$ cat config.mk
export PLATFORM = sky130hd
export DESIGN_NAME = clc_core
export DESIGN_NICKNAME = d
export VERILOG_FILES = /design/src/inc/clc_pkg.sv /design/src/clc_ram.sv /design/src/clc_core.sv
export SDC_FILE = /design/constraint.sdc
export NUM_CORES = 2
export LEC_CHECK = 0
export CORE_UTILIZATION = 55
export CTS_CLUSTER_SIZE = 30
export DETAILED_ROUTE_END_ITERATION = 10
export DONT_BUFFER_PORTS = 1
export PLACE_DENSITY_LB_ADDON = 0.3
export SYNTH_ARGS = -nofsm -noshare
export SYNTH_HDL_FRONTEND = slang
export SYNTH_HIERARCHICAL = 1
export SYNTH_SLANG_ARGS = --single-unit
export TNS_END_PERCENT = 50
$ cat constraint.sdc
create_clock -name sys_clk -period 37.8 [get_ports sys_clk]
set_input_delay 0 -clock sys_clk [delete_from_list [all_inputs] [get_ports sys_clk]]
set_output_delay 0 -clock sys_clk [all_outputs]
set_load 0.02 [all_outputs]
$ cat src/inc/clc_pkg.sv
// Package: constants, types and timing counts of the character LCD controller core
package clc_pkg;
  localparam int FRAME_DIV        = 3072;
  localparam int RESET_CYCLES     = 3;
  localparam int CLEAR_CYCLES     = 165;
  localparam int STD_CYCLES       = 3;
  localparam int RAM_DEPTH        = 128;
  localparam int BUSY_CNT_W       = 8;
  localparam int FRAME_CNT_W      = 12;
  localparam logic [6:0] ADDR_ZERO    = 7'h00;
  localparam logic [6:0] ONE_LINE_END = 7'h4f;
  localparam logic [6:0] LINE1_END    = 7'h27;
  localparam logic [6:0] LINE2_START  = 7'h40;
  localparam logic [6:0] LINE2_END    = 7'h67;
  localparam logic [7:0] BLANK_CODE   = 8'h20;
  localparam logic [3:0] CHAR_RAM_COLUMN = 4'h0;
  localparam int DISPLAY_COLS     = 24;
  localparam int ICONS_BLINK      = 6;
  localparam int ICONS_STEADY     = 3;
  localparam int BIT_BUSY         = 7;
  localparam int BIT_DISPLAY_RAM_SEL    = 7;
  localparam int BIT_CHARACTER_RAM_SEL    = 6;
  localparam int BIT_FUNC_SET     = 5;
  localparam int BIT_SHIFT_CMD    = 4;
  localparam int BIT_DISP_CTRL    = 3;
  localparam int BIT_ENTRY        = 2;
  localparam int BIT_HOME         = 1;
  localparam int BIT_CLEAR        = 0;
  localparam logic [7:0] CMD_CLEAR = 8'h01;
  typedef enum logic [2:0] {ST_RESET, ST_CLEAR, ST_IDLE, ST_EXEC, ST_READ} clc_state_t;
endpackage

$ cat src/clc_ram.sv
// Memory: display and character RAM with registered read data
`timescale 1ns/1ps
module clc_ram #(
  parameter int DEPTH = 128,
  parameter int AW    = 7
) (
  input  wire logic          sys_clk,
  input  wire logic          we,
  input  wire logic [AW-1:0] waddr,
  input  wire logic [7:0]    wdata,
  input  wire logic [AW-1:0] raddr,
  output logic      [7:0]    rdata
);
  logic [7:0] mem [DEPTH];
  initial begin
    if (DEPTH > (1 << AW)) begin
      $error("clc_ram: depth exceeds address width");
    end
  end
  // No reset on the array; display RAM contents are defined by the clear sweep
  always_ff @(posedge sys_clk) begin
    if (we) begin
      mem[waddr] <= wdata;
    end
    rdata <= mem[raddr];
  end
endmodule

$ cat src/clc_core.sv
// Core control logic of the character LCD controller
`timescale 1ns/1ps
// Summary of operation
// Frame tick is oscillator divided by 3072
// Host stops clock only during power down
// Reset takes 3 cycles, then clear
// Power down stops oscillator, grounds outputs
// Power down holds reset, exits via clear
// Host reinitialises after every power down
// Two 8-bit registers chosen by select
// Instruction register is never read back
// Read data is fetched before presentation
// Busy flag high refuses new instructions
// Status read drives busy on bit7
// Host waits for busy clear first
// Counter loaded by commands, steps by one
// Status read drives counter on bits 6-0
// Display RAM holds 80 codes
// Access stepping wraps per line mode
// Display shift wraps within each line
// Unshifted line one shows first 24
// First code column maps to character RAM
// Cursor at counter, suppressed on character RAM
// Host activity never disturbs internal timing
// Reset clear takes 165 cycles, busy set
// Line count selects drive and bias
// Icon entries: 6 blink, 3 steady, 0
// Instructions while busy are discarded
// Select 0 instruction/status, 1 data
// Transfers happen on strobe falling edge
// Strobe and select synchronised before decode
// Busy set on accept, cleared after count
module clc_core
  import clc_pkg::*;
#(
  parameter int CLEAR_LEN = CLEAR_CYCLES
) (
  input  wire logic       sys_clk,
  input  wire logic       rst,
  input  wire logic       power_down_input,
  input  wire logic       strobe,
  input  wire logic       register_select,
  input  wire logic       read_not_write,
  input  wire logic [7:0] db_in,
  output logic      [7:0] db_out,
  output logic            db_oe,
  output logic            busy_flag,
  output logic [6:0]      address_counter,
  output logic            frame_tick,
  output logic            osc_enable,
  output logic            bias_enable,
  output logic            drivers_grounded,
  output logic            two_line_mode,
  output logic            cursor_visible,
  output logic [6:0]      cursor_addr,
  output logic [6:0]      shift_offset,
  output logic [2:0]      icon_entries
);
  import clc_pkg::*;

  // The clear sweep must reach every display RAM place and still fit the busy counter
  initial begin
    if (CLEAR_LEN < RAM_DEPTH || CLEAR_LEN > (1 << BUSY_CNT_W) - 1) begin
      $error("clc_core: clear length out of range");
    end
  end

  typedef struct packed {
    clc_state_t             state;
    logic [BUSY_CNT_W-1:0]  cnt;
    logic [FRAME_CNT_W-1:0] frame_cnt;
    logic                   frame_tick;
    logic [2:0]             e_sync;
    logic [1:0]             rs_sync;
    logic [1:0]             rw_sync;
    logic [7:0]             instruction_register;
    logic [7:0]             data_register;
    logic [6:0]             address_counter;
    logic                   char_ram_sel;
    logic                   inc_mode;
    logic                   shift_en;
    logic                   two_line;
    logic                   ext_set;
    logic                   disp_on;
    logic                   cursor_on;
    logic                   icon_mode;
    logic                   icon_blink;
    logic [6:0]             shift;
    logic                   pending_step;
    logic [7:0]             db_out;
    logic                   db_oe;
  } clc_reg_t;

  clc_reg_t r;
  clc_reg_t next_r;
  logic     ram_we;
  logic [7:0] ram_waddr;
  logic [7:0] ram_wdata;
  logic [7:0] ram_rdata;
  logic     e_fall;

  // Address stepping with line-mode wrap
  function automatic logic [6:0] step_addr(input logic [6:0] a, input logic up, input logic two);
    logic [6:0] n;
    n = up ? 7'(a + 7'h01) : 7'(a - 7'h01);
    if (!two) begin
      if (up && a == ONE_LINE_END) n = ADDR_ZERO;
      if (!up && a == ADDR_ZERO) n = ONE_LINE_END;
    end else begin
      if (up && a == LINE1_END) n = LINE2_START;
      if (up && a == LINE2_END) n = ADDR_ZERO;
      if (!up && a == LINE2_START) n = LINE1_END;
      if (!up && a == ADDR_ZERO) n = LINE2_END;
    end
    return n;
  endfunction

  // Shift offset wraps inside the line length
  function automatic logic [6:0] step_shift(input logic [6:0] s, input logic up, input logic two);
    logic [6:0] lim;
    logic [6:0] n;
    lim = two ? LINE1_END : ONE_LINE_END;
    if (up) n = (s >= lim) ? ADDR_ZERO : 7'(s + 7'h01);
    else    n = (s == ADDR_ZERO) ? lim : 7'(s - 7'h01);
    return n;
  endfunction

  // Second stage feeds the edge detector and the read drive; first stage stays private
  assign e_fall = r.e_sync[2] & ~r.e_sync[1];

  // Display RAM in the lower half, character RAM in the upper half, so the two never alias
  // Read address is the next counter value, so read data always follows the live counter
  clc_ram #(
    .DEPTH(2 * RAM_DEPTH),
    .AW   (8)
  ) u_ram (
    .sys_clk(sys_clk),
    .we     (ram_we),
    .waddr  (ram_waddr),
    .wdata  (ram_wdata),
    .raddr  ({next_r.char_ram_sel, next_r.address_counter}),
    .rdata  (ram_rdata)
  );

  // Next-state logic for the whole core
  always_comb begin
    next_r = r;
    ram_we = 1'b0;
    ram_waddr = {r.char_ram_sel, r.address_counter};
    ram_wdata = r.data_register;
    next_r.e_sync  = {r.e_sync[1:0], strobe};
    next_r.rs_sync = {r.rs_sync[0], register_select};
    next_r.rw_sync = {r.rw_sync[0], read_not_write};
    // Free-running divider; host traffic never touches it
    next_r.frame_tick = 1'b0;
    if (r.frame_cnt == FRAME_CNT_W'(FRAME_DIV - 1)) begin
      next_r.frame_cnt  = '0;
      next_r.frame_tick = 1'b1;
    end else begin
      next_r.frame_cnt = FRAME_CNT_W'(r.frame_cnt + 1'b1);
    end
    // Bus released after the falling edge of the strobe
    if (e_fall) next_r.db_oe = 1'b0;
    if (r.e_sync[1] && r.rw_sync[1]) begin
      next_r.db_oe = 1'b1;
      if (!r.rs_sync[1]) begin
        next_r.db_out = {r.state != ST_IDLE, r.address_counter};
      end else begin
        next_r.db_out = r.data_register;
      end
    end
    unique case (r.state)
      ST_RESET: begin
        if (r.cnt == BUSY_CNT_W'(RESET_CYCLES - 1)) begin
          next_r.state = ST_CLEAR;
          next_r.cnt   = '0;
        end else begin
          next_r.cnt = BUSY_CNT_W'(r.cnt + 1'b1);
        end
      end
      ST_CLEAR: begin
        // Sweep writes blanks while busy stays high
        ram_we    = r.cnt < BUSY_CNT_W'(RAM_DEPTH);
        ram_waddr = {1'b0, r.cnt[6:0]};
        ram_wdata = BLANK_CODE;
        if (r.cnt == BUSY_CNT_W'(CLEAR_LEN - 1)) begin
          // Read cycle follows so the data register holds the blank at address zero
          next_r.state = ST_READ;
          next_r.address_counter = ADDR_ZERO;
          next_r.char_ram_sel = 1'b0;
          next_r.shift = ADDR_ZERO;
          next_r.inc_mode = 1'b1;
        end else begin
          next_r.cnt = BUSY_CNT_W'(r.cnt + 1'b1);
        end
      end
      ST_IDLE: begin
        // Writes taken at the strobe falling edge only when idle
        if (e_fall && !r.rw_sync[1]) begin
          next_r.cnt = '0;
          next_r.state = ST_EXEC;
          if (r.rs_sync[1]) begin
            next_r.data_register = db_in;
            ram_we = 1'b1;
            ram_wdata = db_in;
            next_r.pending_step = 1'b1;
            if (r.shift_en && !r.char_ram_sel) begin
              next_r.shift = step_shift(r.shift, !r.inc_mode, r.two_line);
            end
          end else begin
            next_r.instruction_register = db_in;
            if (db_in == CMD_CLEAR && !r.ext_set) begin
              next_r.state = ST_CLEAR;
            end else if (db_in[BIT_DISPLAY_RAM_SEL]) begin
              next_r.address_counter = db_in[6:0];
              next_r.char_ram_sel = 1'b0;
            end else if (db_in[BIT_CHARACTER_RAM_SEL]) begin
              next_r.address_counter = {1'b0, db_in[5:0]};
              next_r.char_ram_sel = 1'b1;
            end else if (db_in[BIT_FUNC_SET]) begin
              next_r.two_line = db_in[2];
              next_r.ext_set  = db_in[0];
            end else if (!r.ext_set && db_in[BIT_SHIFT_CMD]) begin
              if (db_in[3]) next_r.shift = step_shift(r.shift, db_in[2], r.two_line);
              else next_r.address_counter = step_addr(r.address_counter, db_in[2], r.two_line);
            end else if (db_in[BIT_DISP_CTRL]) begin
              if (r.ext_set) begin
                next_r.icon_mode  = db_in[2];
                next_r.icon_blink = db_in[1];
              end else begin
                next_r.disp_on   = db_in[2];
                next_r.cursor_on = db_in[1] | db_in[0];
              end
            end else if (!r.ext_set && db_in[BIT_ENTRY]) begin
              next_r.inc_mode = db_in[1];
              next_r.shift_en = db_in[0];
            end else if (!r.ext_set && db_in[BIT_HOME]) begin
              next_r.address_counter = ADDR_ZERO;
              next_r.char_ram_sel = 1'b0;
              next_r.shift = ADDR_ZERO;
            end
          end
        end else if (e_fall && r.rs_sync[1]) begin
          // Data read consumed: refetch and step
          next_r.state = ST_EXEC;
          next_r.cnt = '0;
          next_r.pending_step = 1'b1;
        end
      end
      ST_EXEC: begin
        if (r.cnt == BUSY_CNT_W'(STD_CYCLES - 1)) begin
          next_r.state = ST_READ;
          if (r.pending_step) begin
            next_r.address_counter = r.char_ram_sel ? 7'(r.address_counter + (r.inc_mode ? 7'h01 : 7'h7f)) & 7'h3f
                                   : step_addr(r.address_counter, r.inc_mode, r.two_line);
            next_r.pending_step = 1'b0;
          end
        end else begin
          next_r.cnt = BUSY_CNT_W'(r.cnt + 1'b1);
        end
      end
      ST_READ: begin
        // One cycle lets RAM read data follow the new address
        next_r.data_register = ram_rdata;
        next_r.state = ST_IDLE;
      end
    endcase
  end

  // Power down holds everything in reset; release restarts with the clear
  always_ff @(posedge sys_clk or posedge rst) begin
    if (rst) begin
      r <= '{state: ST_RESET, inc_mode: 1'b1, default: '0};
    end else if (power_down_input) begin
      r <= '{state: ST_RESET, inc_mode: 1'b1, default: '0};
    end else begin
      r <= next_r;
    end
  end

  assign busy_flag        = r.state != ST_IDLE;
  assign address_counter  = r.address_counter;
  assign db_out           = r.db_out;
  assign db_oe            = r.db_oe;
  assign frame_tick       = r.frame_tick;
  assign osc_enable       = ~power_down_input;
  assign bias_enable      = ~power_down_input & r.disp_on;
  assign drivers_grounded = power_down_input | ~r.disp_on;
  assign two_line_mode    = r.two_line;
  assign cursor_visible   = r.cursor_on & ~r.char_ram_sel;
  assign cursor_addr      = r.address_counter;
  assign shift_offset     = r.shift;
  assign icon_entries     = r.icon_mode ? (r.icon_blink ? 3'(ICONS_BLINK) : 3'(ICONS_STEADY)) : 3'h0;

  // Status read, refusal and timing checks
  status_bit_a: assert property (@(posedge sys_clk) disable iff (rst)
    (r.e_sync[1] && r.rw_sync[1] && !r.rs_sync[1]) |=> (db_out[BIT_BUSY] == $past(busy_flag)))
    else $error("status read busy bit wrong");
  status_addr_a: assert property (@(posedge sys_clk) disable iff (rst)
    (r.e_sync[1] && r.rw_sync[1] && !r.rs_sync[1]) |=> (db_out[6:0] == $past(address_counter)))
    else $error("status read address wrong");
  busy_refuse_a: assert property (@(posedge sys_clk) disable iff (rst || power_down_input)
    (busy_flag && r.state != ST_READ) |=> $stable(r.instruction_register))
    else $error("instruction taken while busy");
  exec_len_a: assert property (@(posedge sys_clk) disable iff (rst || power_down_input)
    ($rose(r.state == ST_EXEC)) |-> (r.state == ST_EXEC) [*3] ##1 (r.state == ST_READ))
    else $error("instruction time not three cycles");
  reset_len_a: assert property (@(posedge sys_clk) disable iff (rst || power_down_input)
    ($fell(r.state == ST_RESET)) |-> (r.state == ST_CLEAR && $past(r.cnt) == 8'h02))
    else $error("reset not three cycles");
  clear_done_a: assert property (@(posedge sys_clk) disable iff (rst || power_down_input)
    ($fell(r.state == ST_CLEAR)) |-> (address_counter == ADDR_ZERO && $past(r.cnt) == 8'(CLEAR_LEN - 1)))
    else $error("clear length or home wrong");
  frame_div_a: assert property (@(posedge sys_clk) disable iff (rst || power_down_input)
    frame_tick |=> !frame_tick [*8])
    else $error("frame tick too frequent");
  cursor_cg_a: assert property (@(posedge sys_clk) disable iff (rst)
    r.char_ram_sel |-> !cursor_visible)
    else $error("cursor shown on character RAM");
  pd_ground_a: assert property (@(posedge sys_clk)
    power_down_input |-> (drivers_grounded && !osc_enable && !bias_enable))
    else $error("outputs active in power down");
  wrap_two_a: assert property (@(posedge sys_clk) disable iff (rst || power_down_input)
    (r.state == ST_EXEC && r.cnt == 8'h02 && r.pending_step && !r.char_ram_sel && r.two_line
     && r.inc_mode && r.address_counter == LINE1_END) |=> (address_counter == LINE2_START))
    else $error("two line wrap wrong");
  // Write path, refetch, shift range and power down checks
  ram_write_a: assert property (@(posedge sys_clk) disable iff (rst || power_down_input)
    (r.state == ST_IDLE && e_fall && !r.rw_sync[1] && r.rs_sync[1]) |-> (ram_we && ram_wdata == db_in))
    else $error("data write not stored");
  busy_accept_a: assert property (@(posedge sys_clk) disable iff (rst || power_down_input)
    (r.state == ST_IDLE && e_fall && !r.rw_sync[1]) |=> busy_flag)
    else $error("busy not set on accept");
  read_fetch_a: assert property (@(posedge sys_clk) disable iff (rst || power_down_input)
    (r.state == ST_READ) |=> (r.data_register == $past(ram_rdata)))
    else $error("data register not refetched");
  clear_busy_a: assert property (@(posedge sys_clk) disable iff (rst)
    (r.state == ST_CLEAR) |-> busy_flag)
    else $error("busy low during clear");
  shift_range_a: assert property (@(posedge sys_clk) disable iff (rst)
    shift_offset <= ONE_LINE_END)
    else $error("shift offset out of range");
  pd_reset_a: assert property (@(posedge sys_clk) disable iff (rst)
    power_down_input |=> (r.state == ST_RESET))
    else $error("power down does not hold reset");
endmodule

==> summary.md <==
| Metric | Value |
|---|---|
| Status | `finished, violations left` |
| Failing checks | `design-rule violations, max-capacitance violations, max-slew violations` |
| # DRC | `54` |
| Fillers | `approximately 11k` |
| Port Buf Inserts | `0` |
| Switching share of power | `a little over a fifth` |
| Maxcap violations | `1` |
| Die X | `around 400 µm` |
| Worst EP required | `38.45 ns` |
| Worst Hold Class | `input pin to flip-flop` |
| Overflow after GRT | `0` |
| Number of detailed-route iterations in the first pass | `11` |
| Ranking of synthesized cells by area | `edfxtp_1 72%, mux4_2 12%, dfrtp_1 2.1%` |
| Startpoint types | `flip-flop` |
| Die Area | `0.157 mm²` |
| Area of the core | `0.154 mm²` |
| PD cells | `~51 mW/mm²` |
| H-tree Lvls | `4` |
| Slew HR | `-5.12%` |
| Crit path arrival time | `about 9.1 ns` |
| Initial antenna violation count | `4` |
| Critical path buffers and inverters | `4` |
| Drt total wl | `209 mm` |
| R2R Setup Slk | `29.37 ns` |
| R2r startpoint | `r[52]` |
| Boundary pin count | `54` |
| Worst skew pair latency | `about 0.83 ns` |
| Syn Area/Cell | `19.1 µm²` |
| DP Worst Slack | `29.32 ns` |
| Met3 WL post-DR | `22.6 mm` |
| Vias in the first global route | `about 44k` |
| Flop pwr share | `55.1%` |
| Synthesized area | `about 0.085 mm²` |
| Die height | `396 µm` |
| Synth Area in Compound Gates | `4.78%` |
| Hold path cells | `5` |
| Yosys warns | `6` |
| Multiplexer share of the synthesized area | `13.8%` |
| Fin. Hold Viols | `0` |
| Commonest non-fill, non-tap cell in the layout | `edfxtp_1` |
| Worst r2r dst | `u_ram/rdata[7]` |
| Slew Limit Fails | `2` |
| Yosys top cell by area | `edfxtp_1` |
| RSZ-0062 raised after global routing | `false` |
| Number of CTS-inserted buffers | `205` |
| Placed cells | `6318` |
| Remaining antenna violation count after routing | `0` |
| Cell at the slowest stage of the critical path | `buf_4` |
| Rows | `~140` |
| Routed met1 length | `slightly above 80 mm` |
| Clk sinks | `2128` |
| Post-synth EDFFs | `2048` |
| Post-synth top flop | `edfxtp_1` |
| Clock slew at reported path FFs | `roughly 0.060 ns` |
| Setup tns final | `0 ns` |
| P_leak | `0.0288 µW` |
| TritonCTS clock tree | `yes` |
| Synth top area share | `between 70% and 80%` |
| Crit-path max cell delay | `0.91 ns` |
| Yosys cell types | `96` |
| First-pass GRT wire length | `305 mm` |
| Fraction of the mapped netlist area in adder cells | `less than 1%` |
| Clock Skew | `0.0370 ns` |
| Top layer reached by signal wires | `met5` |
| Combinational Power Share | `3.6%` |
| Worst slew pin tran | `1.56 ns` |
| CP cell instances | `or4b_1, a31o_4, nor2_4, o21ai_1, a311o_1, nand2_4, buf_4, buf_4, buf_4, buf_4, mux4_2, mux4_2, nor2_1, a2111oi_2, nor3_1, nor4_1` |
| Max rail drop VDD | `53.5 µV` |
| Int Pwr | `3810 µW` |
| Achievable frequency | `119 MHz` |
| Finish-stage setup viols | `0` |
| Pin count of the biggest net entering global routing | `120` |
| Final #Nets | `4540` |
| Final setup margin | `slightly below 30 ns` |
| Clock period minus worst slack | `8.43 ns` |
| GRT Resource Usage Total | `a little over a quarter` |
| Layout cells sized above 1 | `between 10% and 20%` |
| Cells after synthesis | `roughly 4.5k` |
| Routed WL per cell | `31.1 µm` |
| Post-synth ARST share | `3.38%` |
| DR WL met2 | `99.1 mm` |
| Post-Synth XOR/XNOR Area | `0.225%` |
| Most frequent cells in the layout | `2048 x edfxtp_1, 454 x mux4_2, 340 x nor2_1` |
| Hold Startpoint | `db_in[7]` |
| Post-synthesis sequential area ratio | `74.2%` |
| Final period util | `between 20 and 25%` |
| Main combinational cell family by area after synthesis | `multiplexers` |
| Mapped Nets | `~4.5k` |
| 1st-iter DRT viols | `6220` |
| Crit. End Element | `flip-flop` |
| Via density | `around 6.7` |
| Most used cell along the critical path | `buf_4` |
| Net Sw Power | `around 1000 µW` |
| CTS root buf | `clkbuf_16` |
| Vias | `45.2k` |
| Post-route insts no fill | `between 6k and 7k` |
| Longest Clk Path Bufs | `3` |
| Layout area overhead | `10.0%` |
| FF-to-FF path depth | `16` |
| Hold Path End | `address_counter[1]` |
| Stages on the worst setup path | `16` |
| Yosys reg bits | `2128` |
| Clock share of power | `between 40% and 50%` |
| Crit path max-delay family | `buffers and inverters` |
| Initial core utilization | `55.4%` |
| HPWL Detailed | `approximately 130 mm` |
| GPL Wtd Cong | `0.913` |
| Crit Path Class | `flip-flop to flip-flop` |
| Crit-path max FO | `55` |
| Simple-Gate Fraction of Synth Area | `between 4 and 5%` |
## what timing repair did
action	CTS	global route
endpoints found under the hold margin	394	0
hold buffers	28	0
endpoints found under the setup margin	0	0
buffers inserted	0	0
gates resized for setup	0	0
## metal layers
metal,up-vias,GRT usage [%]
li1,18400,-
met1,23800,38.3
met2,2616,41.7
met3,369,5.69
met4,4,8.43
met5,-,0
## metrics by stage
| step | cell area (µm²) | power, µW | hold slack [ns] | util (%) |
|---|---|---|---|---|
| 6_report | 94000 | 4840 | 0.0682 | 61.0 |
| 2_1_floorplan | 85500 | 2830 | 0.138 | - |
| 4_1_cts | 94000 | 4860 | 0.00204 | 61.0 |
| 3_3_place_gp | 87200 | 2870 | -0.225 | 56.5 |
| 3_5_place_dp | 87200 | 2880 | -0.220 | 56.5 |
| 5_1_grt | 94000 | 4960 | 0.105 | 61.0 |
## kinds of logic after synthesis
logic type	Yosys count
muxes	608
DFF	2128
xor gates and xnor gates	22
buffers and inverters	333
AOI/OAI and AO/OA	579
and+or+nand+nor	792
adders and majority gates	17
## layout make-up
class	count	area (µm²)	share of cell area [%]
Clock inverter	125	1170	1.25
Multi-Input combinational cell	2018	20300	21.5
Inverter	22	83.8	0.0891
Antenna cell	3	7.51	0.00798
Sequential cell	2128	63500	67.5
Tap cell	2044	2560	2.72
Timing Repair Buffer	134	1110	1.18
Clock buffer	259	5390	5.74
## sequential cells by signal, summed over array words and instances (netlist names)
register and cells:
u_ram/mem 2048, db_out 8, frame_tick 1, u_ram/rdata 8, shift_offset 7, db_oe 1, two_line_mode 1, address_counter 7
r 43, next_r 4
## power by group through the flow
| stage | Combinational, µW | Sequential [µW] | Clock, µW |
|---|---|---|---|
| 4_1_cts | 172 | 2660 | 2020 |
| 6_report | 175 | 2670 | 2000 |
| 3_5_place_dp | 167 | 2710 | 0 |
| 5_1_grt | 183 | 2660 | 2110 |
| 2_1_floorplan | 90.1 | 2740 | 0 |
| 3_3_place_gp | 160 | 2710 | 0 |
## Yosys cell counts (13+ instances only)
cell type,number
a22o_1,16
o22ai_1,34
nor2b_1,51
mux4_2,454
xor2_1,13
a21oi_1,128
and2_1,13
edfxtp_1,2048
o211ai_1,14
buf_6,22
nor3_1,43
buf_2,35
buf_4,59
inv_1,19
dfrtp_1,71
nand3_1,65
clkbuf_1,146
a221oi_1,17
a311oi_1,13
a22oi_1,135
nand2b_1,21
o221ai_1,47
nor4_1,27
buf_1,28
a211oi_1,26
ha_1,16
mux2i_1,147
nand4_1,19
o21ai_0,59
nand2_1,138
buf_8,13
nor2_1,343
## how the worst max path moves through the flow
| stage | start | end | slack [ns] |
|---|---|---|---|
| after floorplan | r[79] | u_ram/mem[0][1] | 24.15 |
| after CTS | r[52] | u_ram/rdata[7] | 29.31 |
| after global routing | r[52] | u_ram/rdata[7] | 28.77 |
| after detailed placement | r[52] | u_ram/rdata[7] | 29.32 |
| after global placement | r[52] | u_ram/rdata[7] | 29.37 |
| final | r[52] | u_ram/rdata[7] | 29.37 |
## worst register-to-register path: cells and delay by family (launching register included)
family | cells | cell delay (ns)
AO/OA/AOI/OAI | 4 | 0.80
buffers and inverters | 4 | 3.41
flip-flops | 1 | 0.69
multiplexers | 2 | 1.06
AND/OR/NAND/NOR | 6 | 2.28
No activity file was read; power rests on OpenSTA's default activity.
